<file path="config.mk">
export PLATFORM = sky130hd
export DESIGN_NAME = port_pin_change_monitor
export DESIGN_NICKNAME = d
export VERILOG_FILES = /design/src/core/pin_change_pkg.sv /design/src/core/port_pin_change_monitor.sv
export SDC_FILE = /design/constraint.sdc
export NUM_CORES = 1
export LEC_CHECK = 0
export ABC_AREA = 1
export BUFFER_PORTS_ARGS = -buffer_cell sky130_fd_sc_hd__buf_2
export CAP_MARGIN = 20
export CORE_MARGIN = 2
export CORE_UTILIZATION = 47
export DETAILED_ROUTE_END_ITERATION = 7
export PLACE_DENSITY = 0.8
export SYNTH_ARGS = -nofsm -noshare
export SYNTH_HDL_FRONTEND = slang
export SYNTH_SLANG_ARGS = --single-unit
</file>
<file path="constraint.sdc">
create_clock -name clk_i -period 2.1 [get_ports clk_i]
set_input_delay 0.63 -clock clk_i [delete_from_list [all_inputs] [get_ports clk_i]]
set_output_delay 0.63 -clock clk_i [all_outputs]
set_load 0.01 [all_outputs]
</file>
<file path="src/core/pin_change_pkg.sv">
// package: register layout and constants for the port pin-change monitor
package pin_change_pkg;
   // ==========================
   // register map
   localparam logic [7:0] CTRL_ADDR = 8'hB9;
   localparam logic [7:0] CTRL_RESET = 8'h00;
   localparam int FLAG_ONE_BIT = 7;
   localparam int GATE_ONE_BIT = 6;
   localparam int SEL_ONE_LSB = 4;
   localparam int FLAG_ZERO_BIT = 3;
   localparam int GATE_ZERO_BIT = 2;
   localparam int SEL_ZERO_LSB = 0;
   // ==========================
   // source codes
   localparam logic [1:0] SEL_A = 2'h0;
   localparam logic [1:0] SEL_B = 2'h1;
   localparam logic [1:0] SEL_C = 2'h2;
   localparam logic [1:0] SEL_D = 2'h3;
   localparam logic [7:0] LOW_NIBBLE_MASK = 8'h0F;
   // ==========================
   // values after reset and when idle
   localparam logic [7:0] SAMPLE_RESET = 8'h00;
   localparam logic [7:0] RDATA_IDLE = 8'h00;

   // special-function register bus request
   typedef struct packed {
      logic wr;
      logic rd;
      logic [7:0] addr;
      logic [7:0] wdata;
   } sfr_req_t;
endpackage

</file>
<file path="src/core/port_pin_change_monitor.sv">
// module: two port pin-change monitors behind one control register
`timescale 1ns/100ps
// ==========================
module port_pin_change_monitor (
   input wire logic clk_i, // system clock
   input wire logic reset_i, // synchronous reset, active high
   input wire pin_change_pkg::sfr_req_t sfr_i, // register bus request
   output logic [7:0] sfr_rdata_o, // register read data
   input wire logic [7:0] port0_i, // port 0 pins
   input wire logic [7:0] port1_i, // port 1 pins
   input wire logic [7:0] port2_i, // port 2 pins
   input wire logic [7:0] port3_i, // port 3 pins
   input wire logic [7:0] port4_i, // port 4 pins
   input wire logic [7:0] port5_i, // port 5 pins
   input wire logic [7:0] port6_i, // port 6 pins
   output logic irq_one_o, // interrupt request, module one
   output logic irq_zero_o // interrupt request, module zero
);
   logic [7:0] change_monitor_control;
   logic [7:0] sample_zero;
   logic [7:0] sample_one;
   logic [1:0] sel_zero_q;
   logic [1:0] sel_one_q;
   logic [7:0] pick_zero;
   logic [7:0] pick_one;
   logic hit_zero;
   logic hit_one;
   logic ctrl_wr;
   logic ctrl_rd;
   logic [1:0] source_select_zero;
   logic [1:0] source_select_one;

   // ==========================
   // shared decode helpers
   // true when a bus request names the control register
   function automatic logic hits_ctrl(input logic [7:0] addr);
      return addr == pin_change_pkg::CTRL_ADDR;
   endfunction

   // a difference only counts when the source was not just switched,
   // otherwise a selector write would compare two unrelated ports
   function automatic logic saw_change(input logic [1:0] sel_prev, input logic [1:0] sel_now,
      input logic [7:0] pins_now, input logic [7:0] pins_prev);
      return (sel_prev == sel_now) && (pins_now != pins_prev);
   endfunction

   // bus strobes that target the control register
   assign ctrl_wr = sfr_i.wr && hits_ctrl(sfr_i.addr);
   assign ctrl_rd = sfr_i.rd && hits_ctrl(sfr_i.addr);
   assign source_select_zero = change_monitor_control[pin_change_pkg::SEL_ZERO_LSB +: 2];
   assign source_select_one = change_monitor_control[pin_change_pkg::SEL_ONE_LSB +: 2];

   // ==========================
   // source multiplexers
   always_comb begin
      case (source_select_zero)
         pin_change_pkg::SEL_A: pick_zero = port0_i;
         pin_change_pkg::SEL_B: pick_zero = port1_i;
         pin_change_pkg::SEL_C: pick_zero = port2_i;
         pin_change_pkg::SEL_D: pick_zero = port3_i;
         default: pick_zero = port0_i;
      endcase
   end

   always_comb begin
      case (source_select_one)
         pin_change_pkg::SEL_A: pick_one = port4_i;
         pin_change_pkg::SEL_B: pick_one = port5_i;
         pin_change_pkg::SEL_C: pick_one = port6_i;
         pin_change_pkg::SEL_D: pick_one = port4_i & pin_change_pkg::LOW_NIBBLE_MASK;
         default: pick_one = port4_i;
      endcase
   end

   // ==========================
   // change detection: compare with last sample, same source only
   assign hit_zero = saw_change(sel_zero_q, source_select_zero, pick_zero, sample_zero);
   assign hit_one = saw_change(sel_one_q, source_select_one, pick_one, sample_one);

   // previous sample and source it came from
   always_ff @(posedge clk_i) begin
      if (reset_i) begin
         sample_zero <= pin_change_pkg::SAMPLE_RESET;
         sample_one <= pin_change_pkg::SAMPLE_RESET;
         sel_zero_q <= pin_change_pkg::SEL_A;
         sel_one_q <= pin_change_pkg::SEL_A;
      end else begin
         sample_zero <= pick_zero;
         sample_one <= pick_one;
         sel_zero_q <= source_select_zero;
         sel_one_q <= source_select_one;
      end
   end

   // ==========================
   // control register; hardware set wins over software clear
   always_ff @(posedge clk_i) begin
      if (reset_i) begin
         change_monitor_control <= pin_change_pkg::CTRL_RESET;
      end else begin
         if (ctrl_wr) begin
            change_monitor_control <= sfr_i.wdata;
         end
         if (hit_one) begin
            change_monitor_control[pin_change_pkg::FLAG_ONE_BIT] <= 1'b1;
         end
         if (hit_zero) begin
            change_monitor_control[pin_change_pkg::FLAG_ZERO_BIT] <= 1'b1;
         end
      end
   end

   // read data from flip-flops
   always_ff @(posedge clk_i) begin
      if (reset_i) begin
         sfr_rdata_o <= pin_change_pkg::RDATA_IDLE;
      end else begin
         sfr_rdata_o <= ctrl_rd ? change_monitor_control : pin_change_pkg::RDATA_IDLE;
      end
   end

   // interrupt gating
   assign irq_one_o = change_monitor_control[pin_change_pkg::FLAG_ONE_BIT]
      & change_monitor_control[pin_change_pkg::GATE_ONE_BIT];
   assign irq_zero_o = change_monitor_control[pin_change_pkg::FLAG_ZERO_BIT]
      & change_monitor_control[pin_change_pkg::GATE_ZERO_BIT];
endmodule // port_pin_change_monitor

</file>
# Word-level counts from Yosys, hierarchy flattened

Cells that the tools add are included.

Logic and storage cells: 36
Input bits: 76
Flip-flop bits (word level): 36

Bitwise logic cells: 3
Reduce and logical (&&, ||, !) cells: 9
Mux-type cells: 5
Equality and inequality tests: 11

Operators with widths:

| operator           | number |
|---|---|
| $pmux 8 s4         | 2 |
| $ne 8x8->1         | 2 |
| $eq 2x2->1 const B | 4 |
| $eq 8x8->1 const B | 1 |
| $mux 8             | 1 |
| $eq 2x1->1 const B | 2 |
| $eq 2x2->1         | 2 |
| $logic_and 1x1->1  | 4 |
| $logic_not 2->1    | 2 |
| $reduce_bool 2->1  | 2 |
| $and 1x1->1        | 2 |
| $mux 1             | 2 |
| $reduce_or 2->1    | 1 |
| $not 1->1          | 1 |

# Longest topological paths before layout

Gate-level depths: netlist of the first run.

Depth in word-level cells: 5
Gate-level depth with buffers: 14
Mapped depth without buffers: 13

# Least setup slack after synthesis of the first run

No wires, ideal clock.

Path kind: input to register
Start: in sfr_i[9] (netlist name)
End: reg change_monitor_control[2]
Path buffers: 1
Arrival: 1.545 ns
Library setup time: 0.127 ns
Setup slack: 0.428 ns
Stages: 6
Data required time: 1.973 ns
Cell sequence: nor4_1 -> and3_1 -> inv_1 -> clkbuf_1 -> o21ai_0 -> a21oi_1

Word-level cells in the longest chain between the ends: 2

Ends and longest elaborated chain:

| item                 | line                           | source |
|---|---|---|
| start, declared      | port_pin_change_monitor.sv:7   | `input wire pin_change_pkg::sfr_req_t sfr_i,` |
| $eq 8x8->1           | port_pin_change_monitor.sv:37  | `return addr == pin_change_pkg::CTRL_ADDR;` |
| $logic_and 1x1->1    | port_pin_change_monitor.sv:48  | `assign ctrl_wr = sfr_i.wr && hits_ctrl(sfr_i.addr);` |
| end signal, assigned | port_pin_change_monitor.sv:99  | `change_monitor_control <= pin_change_pkg::CTRL_RESET;` |
| end signal, assigned | port_pin_change_monitor.sv:102 | `change_monitor_control <= sfr_i.wdata;` |
| end, declared        | port_pin_change_monitor.sv:19  | `logic [7:0] change_monitor_control;` |

Every way passes these cells.
A chain may end at the register's enable or synchronous reset.

# Final worst setup path of the first run

Start: reg change_monitor_control[1]
End: reg change_monitor_control[3]

Word-level cells in the longest chain between the ends: 5
Elaborated cells between the ends (all ways): 10
Classes of those cells: 5 x eq/ne; 2 x mux; 3 x reduce/logical

Ends and longest elaborated chain:

| item                                        | line                          | source |
|---|---|---|
| $eq 2x2->1 (tied with other cells)          | port_pin_change_monitor.sv:56 | `case (source_select_zero)` |
| $pmux 8 s4                                  | port_pin_change_monitor.sv:56 |  |
| $ne 8x8->1                                  | port_pin_change_monitor.sv:44 | `return (sel_prev == sel_now) && (pins_now != pins_prev);` |
| $logic_and 1x1->1 (*)                       | port_pin_change_monitor.sv:44 |  |
| $mux 1 or $reduce_bool 2->1 (tied branches) | -                             |  |

Mark *: on every way between the ends. The rest lies on a longest branch, timed or not.

==> metrics.md, run 1 <==
| Metric | Value |
|---|---|
| CP max stage cell | dfxtp_1 |
| Pleak | around 1.4 nW |
| Critical Path Start Type | flip-flop |
| Worst clock skew | 0.00761 ns |
| Mapped Nets | 375 |
| Synth top area cells | dfxtp_1 38%, nand2_1 22%, inv_1 7.7% |
| Pre-Repair DR Iteration Count | 4 |
| Routed wire length | 4.25 mm |
| Syn Inst Count | 299 |
| H-tree levels | 2 |
| Most used cell, CP | nand2_1 |
| CP peak stage delay | 0.46 ns |
| Vias/cell | ~4.6 |
| Avg Inst Size Synth | 6.35 sq um |
| DRT iter0 DRCs | 38 |
| Number of global-route vias before repair | 1,717 |
| CTS Buffer Depth | 2 |
| Avg WL per Cell | 9.68 um |
| Outcome | completed |
| Fin crit period | 1.70 ns |
| Critical path data arrival time | 1.89 ns |
| Top Family by Delay on Critical Path | simple AND/OR/NAND/NOR gates |
| Synth Register Bits | 36 |
| Die W | 67.6 um |
| First-pass GRT wire length | 6.79 mm |
| Largest area contributor in the netlist | dfxtp_1 |
| Peak supply drop | between 0.4 and 0.5 mV |
| Post-route ant nets | 0 |
| Crit path buf inv count | 1 |
| Seq/Total Area, Yosys | 0.379 |
| Synth cell count leaders | 109 x nand2_1, 39 x inv_1, 36 x dfxtp_1, 31 x nor2_1, 20 x nand3_1 |
| Share of the synthesized area in the top cell type | 0.379 |
| Distinct cells, synth | 25 |
| PnR worst setup slack | roughly 0.4 ns |
| CP Class | reg2reg |
| Fill count | 364 |
| Vias | 2,031 |
| Setup TNS | 0 ns |
| RSZ-0062 raised after global routing | false |
| Psw | around 340 uW |
| Max-capacitance violation count | 0 |
| Async S/R FF share, synth | 0 |
| Grt ovf | 0 |
| Starting Density | 0.482 |
| Core area | 3940 sq um |
| Port Buffer Count | 85 |
| Slew headroom | 0.703 |
| Initial antenna violation count | 0 |
| Dpl cell area | 2380 sq um |
| Fin nets | 464 |
| Clock power share | 0.404 |
| Top_reg_cell synth | dfxtp_1 |
| Resized Gates After CTS | 0 |
| Ant. Diodes | 0 |
| Setup bufs post-CTS | 0 |
| Root buf cell | clkbuf_8 |
| Worst slack, placed | 0.204 ns |
| P_int | 1.15 mW |
| Worst Setup End Kind | flip-flop |
| # DRC | 0 |
| Final Hold Viols | 0 |
| Tcrit/Tclk final | 0.810 |
| Synth Cell Area | around 1900 sq um |
| # hold bufs at CTS | 0 |
| Die span in y | 67.6 um |
| PwrDens | approximately 600 nW/um^2 |
| Sw Share | 0.230 |
| CTS tree | done |
| Worst EP required | 2.28 ns |
| Count leader, synth | nand2_1 |
| Combinational Power Share | 0.118 |
| Area Overhead vs Synth | 31.4% |
| Final setup fails | 0 |
| Clk slew on worst S/H paths | 0.08 ns |
| Fin. max-slew vios | 0 |
| GPL Wtd Cong | 0.805 |
| Hold_ws | 0.460 ns |
| Worst-skew pair later-pin latency | 0.29 ns |
| Register share of total power | 0.478 |
| Max Freq | 588 MHz |
| Die ar. | 4570 sq um |
| Overall Global Routing Usage | 0.196 |
| Critical path cell sequence | inv_1, nor2_1, nand2_1, nand3_1, nand3_1, nand2_1, nand2_1, nor2_1, nand2_1, nand2_1, a21oi_1 |
| Post-synth EDFFs | 0 |
| Critical Path Fanout Max | 7 |
| Hold Crit Class | reg2reg |
| Layout cell share with drive strength beyond 1 | 0.293 |
| I/O pins | 86 |
| Design Area, Final | 2500 sq um |
| Transition time of the tightest slew-check pin | ~0.44 ns |
| Largest net degree at the start of global routing | 19 |
| Total CTS buffers | 5 |
| Placed wire-length estimate | about 3.3 mm |
| Row Count | 23 |
| Warnings, synthesis | 0 |
| Clock net sink count | 36 |
==> final timing paths <==
check,slack [ns],depth (start not counted),startpoint,to
max,0.40,11,change_monitor_control[1],change_monitor_control[3]
min,0.46,2,change_monitor_control[6],sfr_rdata_o[6]
min reg2reg,0.46,2,change_monitor_control[6],sfr_rdata_o[6]
max reg2reg,0.40,11,change_monitor_control[1],change_monitor_control[3]
==> through the flow <==
stage | instances | total power, mW | util
floorplan | 299 | 0.819 | -
global placement | 431 | 0.900 | 0.605
detailed placement | 431 | 0.905 | 0.605
CTS | 439 | 1.51 | 0.633
global route | 439 | 1.56 | 0.633
finish | 439 | 1.49 | 0.633
==> worst register-to-register path: cells and delay by family (launching register included) <==
family,cells,cell delay [ns]
buffers and inverters,1,0.09
flip-flops,1,0.46
AO/OA/AOI/OAI,1,0.05
AND/OR/NAND/NOR,9,0.97
==> cells by family (layout without fill, tap and decap cells) <==
family / after synthesis / in the layout / share of synthesized area
AO/OA/AOI/OAI: 28 / 28 / 0.0771
AND/OR/NAND/NOR: 178 / 178 / 0.405
XOR/XNOR: 7 / 7 / 0.0362
flip-flops: 36 / 36 / 0.379
buffers and inverters: 50 / 140 / 0.102
==> layer usage <==
layer / wire [um] / track usage
met3: 284 / 0.0483
met4: 59 / 0.0714
met5: 0 / 0
met1: 1880 / 0.221
met2: 2020 / 0.353
==> state kept, by name, summed over array words and instances, names as in the netlist <==
signal,count
sfr_rdata_o,8
sample_zero,8
sel_zero_q,2
sample_one,8
change_monitor_control,8
sel_one_q,2
==> final cells by class <==
cell class                 count  area (sq um)  area share
inverter                      43           161      0.0647
multi-input combinational    213           985       0.394
clock inverter                 3          42.5      0.0170
sequential                    36           721       0.289
tap                           50          62.6      0.0251
timing repair buffer          89           455       0.182
clock buffer                   5          68.8      0.0276
==> power by group through the flow <==
stage	logic [mW]	registers [mW]	clock network (mW)
2_1_floorplan	0.0932	0.725	0
3_3_place_gp	0.173	0.727	0
3_5_place_dp	0.177	0.727	0
4_1_cts	0.178	0.712	0.617
5_1_grt	0.203	0.713	0.644
6_report	0.176	0.712	0.601
==> cells in the final DEF (no fill, tap or decap), drive strengths merged <==
master    count
o21bai        1
xor2          4
nand3        25
buf          89
dfxtp        36
o21ai        15
nor2         35
bufinv        1
clkinvlp      1
and3          1
inv          43
clkinv        1
clkbuf        5
nand2       111
nand4         3
a21oi        12
xnor2         3
nand3b        2
nor4          1
No activity file was read; power rests on OpenSTA's default activity.
==> run 2: changes to the inputs <==
--- a/config.mk
+++ b/config.mk
@@ -5,13 +5,13 @@
 export SDC_FILE = /design/constraint.sdc
 export NUM_CORES = 1
 export LEC_CHECK = 0
-export ABC_AREA = 1
+export ABC_AREA = 0
 export BUFFER_PORTS_ARGS = -buffer_cell sky130_fd_sc_hd__buf_2
 export CAP_MARGIN = 20
 export CORE_MARGIN = 2
-export CORE_UTILIZATION = 47
+export CORE_UTILIZATION = 41
 export DETAILED_ROUTE_END_ITERATION = 7
-export PLACE_DENSITY = 0.8
+export PLACE_DENSITY = 0.75
 export SYNTH_ARGS = -nofsm -noshare
 export SYNTH_HDL_FRONTEND = slang
 export SYNTH_SLANG_ARGS = --single-unit
==> constraint.sdc (replaced) <==
create_clock -name clk_i -period 1.4 [get_ports clk_i]
set_input_delay 0.42 -clock clk_i [delete_from_list [all_inputs] [get_ports clk_i]]
set_output_delay 0.42 -clock clk_i [all_outputs]
set_load 0.01 [all_outputs]
==> metrics.md, run 2 <==
| Metric | Value |
|---|---|
| Transition time of the tightest slew-check pin | 0.226 ns (-0.217 ns) |
| Die W | 70.3 um (+4.1%) |
| Failing checks | setup timing |
| Area taken by flip-flops and latches | 726 sq um (+0.69%) |
| Final setup fails | 1 (+1) |
| Distinct cells, synth | 20 (-20%) |
| GPL Wtd Cong | 0.706 (-12%) |
| Die span in y | 70.3 um (+4.1%) |
| Avg WL per Cell | 11.1 um (+15%) |
| Async S/R FF share, synth | 0 (unchanged) |
| Count leader, synth | mux2i_1 |
| Peak supply drop | 0.423 mV (-9.6%) |
| Placed wire-length estimate | 2.66 mm (-21%) |
| Ant. Diodes | 0 (unchanged) |
| Total CTS buffers | 5 (unchanged) |
| CP Class | reg2reg |
| CTS Buffer Depth | 2 (unchanged) |
| Fin util | 0.582 (-0.0513) |
| Overall Global Routing Usage | 0.152 (-0.0440) |
| Synth Register Bits | 36 (unchanged) |
| Critical Path Start Type | flip-flop |
| Starting Density | 0.420 (-0.0619) |
| First-pass GRT wire length | 6.00 mm (-12%) |
| Outcome | finished, violations left |
| Post-Layout Cell Count | 319 (-27%) |
| Most common library cell in the layout ignoring fill and taps | buf_2 |
| # DRC | 0 (unchanged) |
| Root buf cell | clkbuf_8 |
| Worst clock skew | 0.00681 ns (-0.000793 ns) |
| # hold bufs at CTS | 0 (unchanged) |
| Synth top area cells | dfxtp_1 40%, mux2i_1 22%, xor2_1 5.8% |
| Area Overhead vs Synth | 38.6% |
| Vias/cell | 4.68 (+1.1%) |
| Layout cell share with drive strength beyond 1 | 0.427 (+0.134) |
| Largest area contributor in the netlist | dfxtp_1 |
| Warnings, synthesis | 0 (unchanged) |
| Routed wire length | 3.54 mm (-17%) |
| Grt ovf | 0 (unchanged) |
| Critical path data arrival time | 1.71 ns (-0.18 ns) |
| Fin. max-slew vios | 0 (unchanged) |
| Synth cell count leaders | 40 x mux2i_1, 36 x dfxtp_1, 14 x nor2_1, 12 x nor2b_1, 12 x xor2_1 |
| Largest net degree at the start of global routing | 31 (+12) |
| DRT iter0 DRCs | 51 (+34%) |
| Fin nets | 342 (-26%) |
| Multi-input combinational cell area | 1020 sq um (+3.8%) |
| PnR worst setup slack | -0.146 ns (-0.544 ns) |
| PwrDens | 819 nW/um^2 (+37%) |
| Clk slew on worst S/H paths | 0.07 ns (about the same) |
| I/O pins | 86 (unchanged) |
| Critical Path Fanout Max | 7 (unchanged) |
| Syn Inst Count | 174 (-42%) |
| Top_reg_cell synth | dfxtp_1 |
| Core area | 4290 sq um (+8.9%) |
| Commonest cells after routing, fill and taps aside | 85 x buf_2, 38 x mux2i_1, 34 x dfxtp_1, 14 x nor2_1 |
| Worst EP required | 1.57 ns (-0.71 ns) |
| Clock net sink count | 36 (unchanged) |
| Worst-skew pair later-pin latency | 0.28 ns (about the same) |
| Pre-Repair DR Iteration Count | 4 (unchanged) |
| Port Buffer Count | 85 (unchanged) |
| Max-capacitance violation count | 0 (unchanged) |
| Synth Cell Area | 1800 sq um (-5.1%) |
| Avg Inst Size Synth | 10.4 sq um (+63%) |
| Post-synth EDFFs | 0 (unchanged) |
| Row Count | 24 (+4.3%) |
| Hold_ws | 0.372 ns (-0.0879 ns) |
| H-tree levels | 2 (unchanged) |
| CTS tree | done |
| Max Freq | 647 MHz (+10%) |
| Seq/Total Area, Yosys | 0.400 (+0.0203) |
| Fill count | 399 (+9.6%) |
| Fin crit period | 1.55 ns (-0.156 ns) |
| Inst Count DP | 309 (-28%) |
| Tcrit/Tclk final | 1.10 (+0.294) |
| Mapped Nets | 250 (-33%) |
| Die ar. | 4940 sq um (+8.3%) |
| Vias | 1,492 (-27%) |
| Post-route ant nets | 0 (unchanged) |
| Number of global-route vias before repair | 1,453 (-15%) |
| Final Hold Viols | 0 (unchanged) |
| Pleak | 1.16 nW (-17%) |
| RSZ-0062 raised after global routing | true |
| Slew headroom | 0.845 (+0.142) |
| Hold Crit Class | in2reg |
| Initial antenna violation count | 0 (unchanged) |
| Share of the synthesized area in the top cell type | 0.400 (+0.0203) |
| Worst Setup End Kind | flip-flop |
[run 2: cell types whose count changed after synthesis, sizes merged, moves of 4 or more]
cell and change:
xnor2 +5, nand2 -111, xor2 +8, mux2 +8
nor2b +12, mux2i +40, o21ai -7, inv -42
and2 +10, a21oi -12, nand3 -25, nor2 -21
buf +4
[run 2: cell type report]
class	instances	share of cell area
timing repair buffer	96	0.237
clock buffer	8	0.0361
sequential	36	0.290
inverter	1	0.00150
tap	52	0.0260
multi-input combinational	126	0.409
[run 2: per-stage QoR]
step	setup WS (ns)	TNS, ns	power, mW	area (sq um)
floorplan	-0.0872	-0.582	1.21	1800
detailed placement	-0.271	-1.95	1.33	2350
CTS	-0.107	-0.143	2.07	2450
global placement	-0.247	-1.82	1.33	2350
finish	-0.146	-0.146	2.05	2500
global route	-0.244	-0.439	2.15	2500
[run 2: layer usage]
| layer | GRT usage | vias up | wire length [um] | share of wire |
|---|---|---|---|---|
| li1 | - | 778 | - | - |
| met1 | 0.162 | 657 | 1490 | 0.42 |
| met2 | 0.267 | 47 | 1730 | 0.49 |
| met3 | 0.0462 | 10 | 231 | 0.065 |
| met4 | 0.0769 | 0 | 93 | 0.026 |
| met5 | 0 | - | 0 | 0 |
[run 2: final timing paths]
check,cells after the start,slack (ns),startpoint,endpoint
setup / recovery,7,-0.15,change_monitor_control[1],change_monitor_control[3]
hold reg to reg,1,0.48,change_monitor_control[7],sfr_rdata_o[7]
hold / removal,3,0.37,sfr_i[6],change_monitor_control[6]
setup reg to reg,7,-0.15,change_monitor_control[1],change_monitor_control[3]
[run 2: timing repair]
action | CTS | global route
gates cloned | 0 | 1
pin swaps | 0 | 3
endpoints found under the setup margin | 2 | 4
gates resized for setup | 4 | 5
setup buffers | 0 | 1
[run 2: cells by family (layout without fill, tap and decap cells)]
family | count (synthesis) | after routing | synth area share
buffers and inverters | 12 | 105 | 0.0437
muxes | 48 | 48 | 0.272
AOI/OAI and AO/OA | 8 | 8 | 0.0222
DFF | 36 | 36 | 0.400
and+or+nand+nor | 50 | 50 | 0.165
xor gates and xnor gates | 20 | 20 | 0.0972
[run 2: critical path: stages, from the launching register on]
cell and delay [ns]:
dfxtp_4 0.37, clkbuf_16 0.16, mux2i_1 0.11, mux2_4 0.28, xor2_1 0.17, nand4_1 0.12
o21ai_1 0.15, o21ai_1 0.07
[run 2: report_power, final]
part,internal [mW],switching (mW),total (mW)
sequential,1.05,0.0127,1.06
combinational,0.155,0.0962,0.251
clock,0.401,0.331,0.732
total,1.61,0.440,2.05
